### config.mk
export PLATFORM = sky130hd
export DESIGN_NAME = av_link_host_ctrl_flat
export DESIGN_NICKNAME = d
export VERILOG_FILES = /design/src/irq_agg_pkg.sv /design/src/hif_if.sv /design/src/av_link_host_ctrl.sv /design/src/flat_wrapper.sv
export SDC_FILE = /design/constraint.sdc
export NUM_CORES = 1
export LEC_CHECK = 0
export BUFFER_PORTS_ARGS = -buffer_cell sky130_fd_sc_hd__buf_2
export CORE_MARGIN = 8
export CORE_UTILIZATION = 35
export DETAILED_ROUTE_END_ITERATION = 10
export PLACE_DENSITY = 0.65
export SLEW_MARGIN = 20
export SYNTH_ARGS = -nofsm -noshare
export SYNTH_HDL_FRONTEND = slang
export SYNTH_SLANG_ARGS = --single-unit
### constraint.sdc
create_clock -name clk_i -period 4.1 [get_ports clk_i]
set_input_delay 0.82 -clock clk_i [delete_from_list [all_inputs] [get_ports clk_i]]
set_output_delay 0.82 -clock clk_i [all_outputs]
set_load 0.01 [all_outputs]
### src/irq_agg_pkg.sv
package irq_agg_pkg;
  localparam int DATA_W = 32;
  localparam int BYTE_W = 8;
  localparam int ADDR_W = 10;
  localparam int NUM_AREAS = 4;
  localparam int LINK_RO_W = 16;
  localparam int LINK_CTL_W = 16;
  localparam int SUM_PAD_W = DATA_W - NUM_AREAS;
  localparam int WBUF_W = DATA_W - BYTE_W;
  localparam logic [1:0] FIRST_LANE = 2'h0;
  localparam logic [1:0] LAST_LANE = 2'h3;
  // Device register map (byte addresses)
  localparam logic [ADDR_W-1:0] OFF_IDENT = 10'h000;
  localparam logic [ADDR_W-1:0] OFF_LINK_CTL = 10'h004;
  localparam logic [ADDR_W-1:0] OFF_LINK_ST = 10'h008;
  localparam logic [ADDR_W-1:0] OFF_LINK_EN = 10'h00C;
  localparam logic [ADDR_W-1:0] OFF_GLOBAL = 10'h020;
  localparam logic [ADDR_W-1:0] OFF_TX_ST = 10'h030;
  localparam logic [ADDR_W-1:0] OFF_TX_EN = 10'h034;
  localparam logic [ADDR_W-1:0] OFF_RX_ST = 10'h038;
  localparam logic [ADDR_W-1:0] OFF_RX_EN = 10'h03C;
  localparam logic [ADDR_W-1:0] OFF_AS_ST = 10'h040;
  localparam logic [ADDR_W-1:0] OFF_AS_EN = 10'h044;
  // Area order equals summary bit order: link, tx, rx, async
  localparam logic [NUM_AREAS-1:0][ADDR_W-1:0] ST_OFFS = {OFF_AS_ST, OFF_RX_ST, OFF_TX_ST, OFF_LINK_ST};
  localparam logic [NUM_AREAS-1:0][ADDR_W-1:0] EN_OFFS = {OFF_AS_EN, OFF_RX_EN, OFF_TX_EN, OFF_LINK_EN};
  localparam logic [DATA_W-1:0] AREA_IMPL_MASK = 32'hFFFFFFFF;
  localparam logic [DATA_W-1:0] ENABLE_RESET = 32'h00000000;
  localparam logic [LINK_CTL_W-1:0] LINK_CTL_RESET = 16'h0000;
  // Host controller map (AXI4-Lite byte addresses)
  localparam int AXI_ADDR_W = 8;
  localparam logic [AXI_ADDR_W-1:0] H_OFF_ADDR = 8'h00;
  localparam logic [AXI_ADDR_W-1:0] H_OFF_WDATA = 8'h04;
  localparam logic [AXI_ADDR_W-1:0] H_OFF_CMD = 8'h08;
  localparam logic [AXI_ADDR_W-1:0] H_OFF_RDATA = 8'h0C;
  localparam logic [AXI_ADDR_W-1:0] H_OFF_STAT = 8'h10;
  localparam logic [AXI_ADDR_W-1:0] H_OFF_ISTAT = 8'h14;
  localparam logic [AXI_ADDR_W-1:0] H_OFF_IMASK = 8'h18;
  localparam int CMD_RD_BIT = 0;
  localparam int CMD_WR_BIT = 1;
  localparam int H_IRQ_W = 2;
  localparam int IRQ_DONE_BIT = 0;
  localparam int IRQ_DEV_BIT = 1;
  localparam logic [1:0] RESP_OKAY = 2'h0;
  localparam logic [1:0] RESP_SLVERR = 2'h2;
endpackage

### src/hif_if.sv
`timescale 1ns/1ps
`default_nettype none
// Byte-wide host interface between controller and device
interface hif_if;
  import irq_agg_pkg::*;
  logic req;
  logic wr;
  logic [ADDR_W-1:0] addr;
  logic [BYTE_W-1:0] wdata;
  logic ack;
  logic [BYTE_W-1:0] rdata;
  logic host_irq_n;
  modport dev (input req, input wr, input addr, input wdata, output ack, output rdata, output host_irq_n);
  modport host (output req, output wr, output addr, output wdata, input ack, input rdata, input host_irq_n);
endinterface
`default_nettype wire

### src/av_link_host_ctrl.sv
`timescale 1ns/1ps
`default_nettype none
module av_link_host_ctrl (
  input wire logic clk_i,
  input wire logic srst_i,
  hif_if.host hif,
  input wire logic s_axi_awvalid_i,
  output logic s_axi_awready_o,
  input wire logic [irq_agg_pkg::AXI_ADDR_W-1:0] s_axi_awaddr_i,
  input wire logic s_axi_wvalid_i,
  output logic s_axi_wready_o,
  input wire logic [irq_agg_pkg::DATA_W-1:0] s_axi_wdata_i,
  input wire logic [3:0] s_axi_wstrb_i,
  output logic s_axi_bvalid_o,
  input wire logic s_axi_bready_i,
  output logic [1:0] s_axi_bresp_o,
  input wire logic s_axi_arvalid_i,
  output logic s_axi_arready_o,
  input wire logic [irq_agg_pkg::AXI_ADDR_W-1:0] s_axi_araddr_i,
  output logic s_axi_rvalid_o,
  input wire logic s_axi_rready_i,
  output logic [irq_agg_pkg::DATA_W-1:0] s_axi_rdata_o,
  output logic [1:0] s_axi_rresp_o,
  output logic irq_o
);
  import irq_agg_pkg::*;

  typedef enum logic [0:0] {
    ST_IDLE = 1'b0,
    ST_XFER = 1'b1
  } link_fsm_t;

  typedef struct packed {
    link_fsm_t fsm;
    logic aw_ok;
    logic [AXI_ADDR_W-1:0] aw_addr;
    logic w_ok;
    logic [DATA_W-1:0] w_data;
    logic bvalid;
    logic [1:0] bresp;
    logic rvalid;
    logic [1:0] rresp;
    logic [DATA_W-1:0] rdata;
    logic [ADDR_W-1:0] tgt_addr;
    logic [DATA_W-1:0] tgt_wdata;
    logic [DATA_W-1:0] tgt_rdata;
    logic [1:0] lane;
    logic is_wr;
    logic irq_n_prev;
    logic [H_IRQ_W-1:0] istat;
    logic [H_IRQ_W-1:0] imask;
  } host_state_t;

  host_state_t s_r;
  host_state_t s_nxt;
  logic [H_IRQ_W-1:0] set_ev;
  logic [H_IRQ_W-1:0] clr_ev;
  logic busy;

  assign busy = (s_r.fsm == ST_XFER);
  // Handshake readies from state; one write and one read in flight
  assign s_axi_awready_o = !s_r.aw_ok && !s_r.bvalid;
  assign s_axi_wready_o = !s_r.w_ok && !s_r.bvalid;
  assign s_axi_arready_o = !s_r.rvalid;
  assign s_axi_bvalid_o = s_r.bvalid;
  assign s_axi_bresp_o = s_r.bresp;
  assign s_axi_rvalid_o = s_r.rvalid;
  assign s_axi_rresp_o = s_r.rresp;
  assign s_axi_rdata_o = s_r.rdata;
  assign irq_o = |(s_r.istat & s_r.imask);
  // Link outputs straight from state; every transfer is four lanes
  assign hif.req = busy;
  assign hif.wr = s_r.is_wr;
  assign hif.addr = {s_r.tgt_addr[ADDR_W-1:2], s_r.lane};
  assign hif.wdata = s_r.tgt_wdata[BYTE_W*s_r.lane +: BYTE_W];

  always_comb begin
    s_nxt = s_r;
    set_ev = '0;
    clr_ev = '0;
    s_nxt.irq_n_prev = hif.host_irq_n;
    // New assertion of the device line is an event
    set_ev[IRQ_DEV_BIT] = s_r.irq_n_prev && !hif.host_irq_n;
    if (s_axi_awvalid_i && s_axi_awready_o) begin
      s_nxt.aw_ok = 1'b1;
      s_nxt.aw_addr = s_axi_awaddr_i;
    end
    if (s_axi_wvalid_i && s_axi_wready_o) begin
      s_nxt.w_ok = 1'b1;
      s_nxt.w_data = s_axi_wdata_i;
    end
    if (s_r.bvalid && s_axi_bready_i) begin
      s_nxt.bvalid = 1'b0;
    end
    // Register write once both address and data are held
    if (s_r.aw_ok && s_r.w_ok) begin
      s_nxt.aw_ok = 1'b0;
      s_nxt.w_ok = 1'b0;
      s_nxt.bvalid = 1'b1;
      s_nxt.bresp = RESP_OKAY;
      unique case (s_r.aw_addr)
        H_OFF_ADDR: s_nxt.tgt_addr = s_r.w_data[ADDR_W-1:0];
        H_OFF_WDATA: s_nxt.tgt_wdata = s_r.w_data;
        H_OFF_CMD: begin
          // A command while busy is dropped; software polls the busy bit
          if (!busy && (s_r.w_data[CMD_WR_BIT] || s_r.w_data[CMD_RD_BIT])) begin
            s_nxt.fsm = ST_XFER;
            s_nxt.lane = FIRST_LANE;
            s_nxt.is_wr = s_r.w_data[CMD_WR_BIT];
          end
        end
        H_OFF_ISTAT: clr_ev = s_r.w_data[H_IRQ_W-1:0];
        H_OFF_IMASK: s_nxt.imask = s_r.w_data[H_IRQ_W-1:0];
        H_OFF_RDATA, H_OFF_STAT: ;
        default: s_nxt.bresp = RESP_SLVERR;
      endcase
    end
    if (s_r.rvalid && s_axi_rready_i) begin
      s_nxt.rvalid = 1'b0;
    end
    if (s_axi_arvalid_i && s_axi_arready_o) begin
      s_nxt.rvalid = 1'b1;
      s_nxt.rresp = RESP_OKAY;
      s_nxt.rdata = '0;
      unique case (s_axi_araddr_i)
        H_OFF_ADDR: s_nxt.rdata = {{(DATA_W-ADDR_W){1'b0}}, s_r.tgt_addr};
        H_OFF_WDATA: s_nxt.rdata = s_r.tgt_wdata;
        H_OFF_CMD: ;
        H_OFF_RDATA: s_nxt.rdata = s_r.tgt_rdata;
        H_OFF_STAT: s_nxt.rdata = {{(DATA_W-2){1'b0}}, !hif.host_irq_n, busy};
        H_OFF_ISTAT: s_nxt.rdata = {{(DATA_W-H_IRQ_W){1'b0}}, s_r.istat};
        H_OFF_IMASK: s_nxt.rdata = {{(DATA_W-H_IRQ_W){1'b0}}, s_r.imask};
        default: s_nxt.rresp = RESP_SLVERR;
      endcase
    end
    // Byte lanes in order 0..3; req held high, device acks each lane
    if (busy && hif.ack) begin
      if (!s_r.is_wr) begin
        s_nxt.tgt_rdata[BYTE_W*s_r.lane +: BYTE_W] = hif.rdata;
      end
      s_nxt.lane = s_r.lane + 2'h1;
      if (s_r.lane == LAST_LANE) begin
        s_nxt.fsm = ST_IDLE;
        set_ev[IRQ_DONE_BIT] = 1'b1;
      end
    end
    // Set beats clear for the sticky bits
    s_nxt.istat = (s_r.istat & ~clr_ev) | set_ev;
  end

  always_ff @(posedge clk_i) begin
    if (srst_i) begin
      s_r <= '0;
      s_r.fsm <= ST_IDLE;
      s_r.irq_n_prev <= 1'b1;
    end else begin
      s_r <= s_nxt;
    end
  end
endmodule
`default_nettype wire

### src/flat_wrapper.sv
// flat-port wrapper written by rule: the top's interface ports become plain ports
module av_link_host_ctrl_flat import irq_agg_pkg::*;
  (clk_i, srst_i, s_axi_awvalid_i, s_axi_awready_o, s_axi_awaddr_i, s_axi_wvalid_i, s_axi_wready_o, s_axi_wdata_i, s_axi_wstrb_i, s_axi_bvalid_o, s_axi_bready_i, s_axi_bresp_o, s_axi_arvalid_i, s_axi_arready_o, s_axi_araddr_i, s_axi_rvalid_o, s_axi_rready_i, s_axi_rdata_o, s_axi_rresp_o, irq_o, hif_req, hif_wr, hif_addr, hif_wdata, hif_ack, hif_rdata, hif_host_irq_n);
  hif_if hif_i ();
  input wire logic clk_i;
  input wire logic srst_i;
  input wire logic s_axi_awvalid_i;
  output logic s_axi_awready_o;
  input wire logic [irq_agg_pkg::AXI_ADDR_W-1:0] s_axi_awaddr_i;
  input wire logic s_axi_wvalid_i;
  output logic s_axi_wready_o;
  input wire logic [irq_agg_pkg::DATA_W-1:0] s_axi_wdata_i;
  input wire logic [3:0] s_axi_wstrb_i;
  output logic s_axi_bvalid_o;
  input wire logic s_axi_bready_i;
  output logic [1:0] s_axi_bresp_o;
  input wire logic s_axi_arvalid_i;
  output logic s_axi_arready_o;
  input wire logic [irq_agg_pkg::AXI_ADDR_W-1:0] s_axi_araddr_i;
  output logic s_axi_rvalid_o;
  input wire logic s_axi_rready_i;
  output logic [irq_agg_pkg::DATA_W-1:0] s_axi_rdata_o;
  output logic [1:0] s_axi_rresp_o;
  output logic irq_o;
  output wire logic [$bits(hif_i.req)-1:0] hif_req;
  output wire logic [$bits(hif_i.wr)-1:0] hif_wr;
  output wire logic [$bits(hif_i.addr)-1:0] hif_addr;
  output wire logic [$bits(hif_i.wdata)-1:0] hif_wdata;
  input wire logic [$bits(hif_i.ack)-1:0] hif_ack;
  input wire logic [$bits(hif_i.rdata)-1:0] hif_rdata;
  input wire logic [$bits(hif_i.host_irq_n)-1:0] hif_host_irq_n;
  assign hif_req = hif_i.req;
  assign hif_wr = hif_i.wr;
  assign hif_addr = hif_i.addr;
  assign hif_wdata = hif_i.wdata;
  assign hif_i.ack = hif_ack;
  assign hif_i.rdata = hif_rdata;
  assign hif_i.host_irq_n = hif_host_irq_n;
  av_link_host_ctrl u_core (.clk_i(clk_i), .srst_i(srst_i), .hif(hif_i), .s_axi_awvalid_i(s_axi_awvalid_i), .s_axi_awready_o(s_axi_awready_o), .s_axi_awaddr_i(s_axi_awaddr_i), .s_axi_wvalid_i(s_axi_wvalid_i), .s_axi_wready_o(s_axi_wready_o), .s_axi_wdata_i(s_axi_wdata_i), .s_axi_wstrb_i(s_axi_wstrb_i), .s_axi_bvalid_o(s_axi_bvalid_o), .s_axi_bready_i(s_axi_bready_i), .s_axi_bresp_o(s_axi_bresp_o), .s_axi_arvalid_i(s_axi_arvalid_i), .s_axi_arready_o(s_axi_arready_o), .s_axi_araddr_i(s_axi_araddr_i), .s_axi_rvalid_o(s_axi_rvalid_o), .s_axi_rready_i(s_axi_rready_i), .s_axi_rdata_o(s_axi_rdata_o), .s_axi_rresp_o(s_axi_rresp_o), .irq_o(irq_o));
endmodule
==> impl_metrics.py <==
metrics = {
    "global_routing": {
        "grt_overflow_total": 0,
        "grt_pass1_wl_um": 28920,
        "grt_start_max_net_pins": 114,
        "first_global_vias": 5304,
        "grtUsageTotal_pct": 15.10,
        "antenna_found_initial": 0,
    },
    "timing": {
        "grt_setup_unrepaired": "no",
        "max_freq_mhz": 354.3,
        "setup-tns-final_ns": 0,
        "min_period_ns": 2.822,
        "setup_viol": 0,
        "setup_ws_ns": 1.278,
        "fin_skew_ns": 0.008687,
        "period_share_pct": 68.84,
        "tightest_slew_ns": 0.9700,
        "relSlewSlack_pct": 35.19,
        "hold_viol": 0,
        "drv_slew": 0,
    },
    "cts": {
        "cts.repair.resized": 0,
        "clock_latency_ns": 0.42,
        "cts_sinks": 161,
        "numCtsBuffers": 17,
        "cts-root-buf": "clkbuf_16",
        "cts_tree": "built",
        "post-cts-setup-buffers": 0,
        "clockBufferDepth": 2,
        "cts_hold_buf": 0,
        "cts_max_level": 4,
        "path_clk_slew_ns": 0.06,
    },
    "route": {
        "drt_first_pass_iters": 5,
        "vias": 5519,
        "wl_per_cell_um": 16.24,
        "drtIter0Drc": 389,
        "ant_nets": 0,
        "wl_um": 18380,
        "viasPerCell": 4.875,
        "drc": 0,
    },
    "synthesis": {
        "synth_cells": 808,
        "async_flop_share_pct": 0,
        "ys.flop_type": "dfxtp_1",
        "synth_edf_count": 0,
        "ys_ff_latch": 161,
        "ys_warn_count": 0,
        "ys_seq_area_share_pct": 47.37,
        "syn_avg_cell_area_um2": 8.421,
        "ys_types": 50,
        "netlist_area_um2": 6804,
    },
    "die": {
        "start_util_pct": 35.31,
        "die_w_um": 155.4,
        "die_y_um": 155.4,
        "rows": 51,
        "core_um2": 19270,
        "die-area_um2": 24160,
        "io_pins": 131,
    },
    "place": {
        "dp_hpwl_um": 13520,
        "place_ws_ns": 1.387,
        "placed_area_um2": 7239,
        "place_congestion": 0.8285,
        "port_buffers": 124,
    },
    "setup_path": {
        "cp_slowest_cell": "dfxtp_1",
        "worstPathRequired_ns": 3.28,
        "critPathLaunchType": "flip-flop",
        "path_cells": "mux4_2, buf_2",
        "crit_family": "flip-flops",
        "crit_type": "flip-flop to output port",
        "critical_path_buf_inv_count": 1,
        "critPathArrivalTime_ns": 2.00,
        "slowest_delay_ns": 0.78,
        "endpoint_kind": "output port",
        "cp_max_fo": 14,
    },
    "power": {
        "peakVddDrop_mv": 0.2774,
        "total_power_uw": 3245,
        "p_leak_uw": 0.002974,
        "power.density_nw_per_um2": 416.8,
    },
    "status": {
        "status": "finished clean",
    },
    "finish": {
        "stdcell_area_um2": 7786,
        "syn_to_final_growth_pct": 14.44,
        "drive_gt1_share_pct": 20.76,
        "nNetsFinal": 930,
        "antenna-diode-count": 0,
        "utilization_pct": 40.40,
        "fillerInstances": 2046,
    },
    "flow_run": {
        "maxCapViolCount": 0,
    },
    "worst_hold_path": {
        "hp-class": "flip-flop to flip-flop",
    },
}
cells in the mapped netlist, drive strengths merged, types with 3 or more instances:
library cell	n	area (um^2)
nor3	7	35.03
or2	5	33.79
mux4	8	180.2
nand2b	4	25.02
a22o	9	78.83
inv	8	30.03
mux2i	24	240.2
a22oi	22	165.2
ha	5	62.56
and2	6	37.54
a21oi	113	565.5
o21ai	24	120.1
dfxtp	161	3223
o2bb2ai	8	70.07
nor2	19	71.32
buf	57	411.6
clkbuf	43	161.4
nor3b	3	22.52
nand3	38	190.2
nand2	211	792.0
sequential cells by signal (all words and copies together) (netlist names):
name	flops
u_core.hif.addr	10
u_core.hif.req	1
u_core.hif.wr	1
u_core.s_axi_bresp_o	1
u_core.s_axi_bvalid_o	1
u_core.s_axi_rdata_o	32
u_core.s_axi_rresp_o	1
u_core.s_axi_rvalid_o	1
u_core.s_r	113
final cells by class:
class	count	area (um^2)	share of cell area [%]
timing repair buffer	128	656.9	8.436
clock inverter	8	55.05	0.7071
inverter	8	30.03	0.3857
tap	265	331.6	4.258
sequential	161	3223	41.39
multi-input combinational	540	3005	38.60
clock buffer	22	484.2	6.219
metrics by stage:
| stage | hold slack (ns) | instances |
|---|---|---|
| final | 0.4411 | 1132 |
| after global routing | 0.4676 | 1132 |
| after CTS | 0.4419 | 1132 |
| after detailed placement | 0.4298 | 1102 |
| after global placement | 0.4255 | 1102 |
| after floorplan | 0.4173 | 809 |
path summary, 6_finish.rpt:
kind                         end  slack (ns)                from  cells after the start
setup / recovery    hif_wdata[0]        1.28  u_core.hif.addr[0]                      2
hold / removal     u_core.s_r[3]        0.44       u_core.s_r[4]                      2
setup reg to reg  u_core.s_r[16]        1.37  u_core.hif.addr[0]                      5
hold reg to reg    u_core.s_r[3]        0.44       u_core.s_r[4]                      2
worst min-delay path, cell delays in order (launching register included):
cell	delay, ns
dfxtp_1	0.29
inv_1	0.04
o32ai_1	0.05
metal layers:
metal	up-vias	global-route usage (%)	share of wire (%)	routed length (um)
met5	-	0	0	0
met4	0	5.176	1.8	329
met3	19	3.551	5.4	987
met2	136	23.65	46	8382
met1	2549	20.01	47	8684
li1	2815	-	-	-
layout by cell type (no fill, tap or decap), types with 9 or more instances in the layout:
| master | synthesis | layout |
|---|---|---|
| a22o_1 | 9 | 9 |
| a21oi_1 | 113 | 113 |
| o21ai_0 | 24 | 24 |
| buf_2 | 8 | 123 |
| clkbuf_16 | 0 | 17 |
| dfxtp_1 | 161 | 161 |
| nand2_1 | 211 | 210 |
| nand3_1 | 38 | 38 |
| mux2i_1 | 24 | 24 |
| a22oi_1 | 22 | 22 |
| nor2_1 | 19 | 18 |
cells by family after synthesis:
kind of cell,Yosys count,synth area share [%]
adders and majority gates,5,0.9195
xor gates and xnor gates,1,0.1287
AOI/OAI and AO/OA,191,16.77
other,1,0.05511
DFF,161,47.37
muxes,32,6.179
and+or+nand+nor,309,19.71
buffers and inverters,108,8.863
where the power goes:
group | total, uW | internal (uW) | switching [uW]
Combinational | 183 | 65.0 | 118
Sequential | 1620 | 1600 | 25.8
Clock | 1440 | 831 | 607
Total | 3250 | 2490 | 751
(Power assumes the default switching activity.)
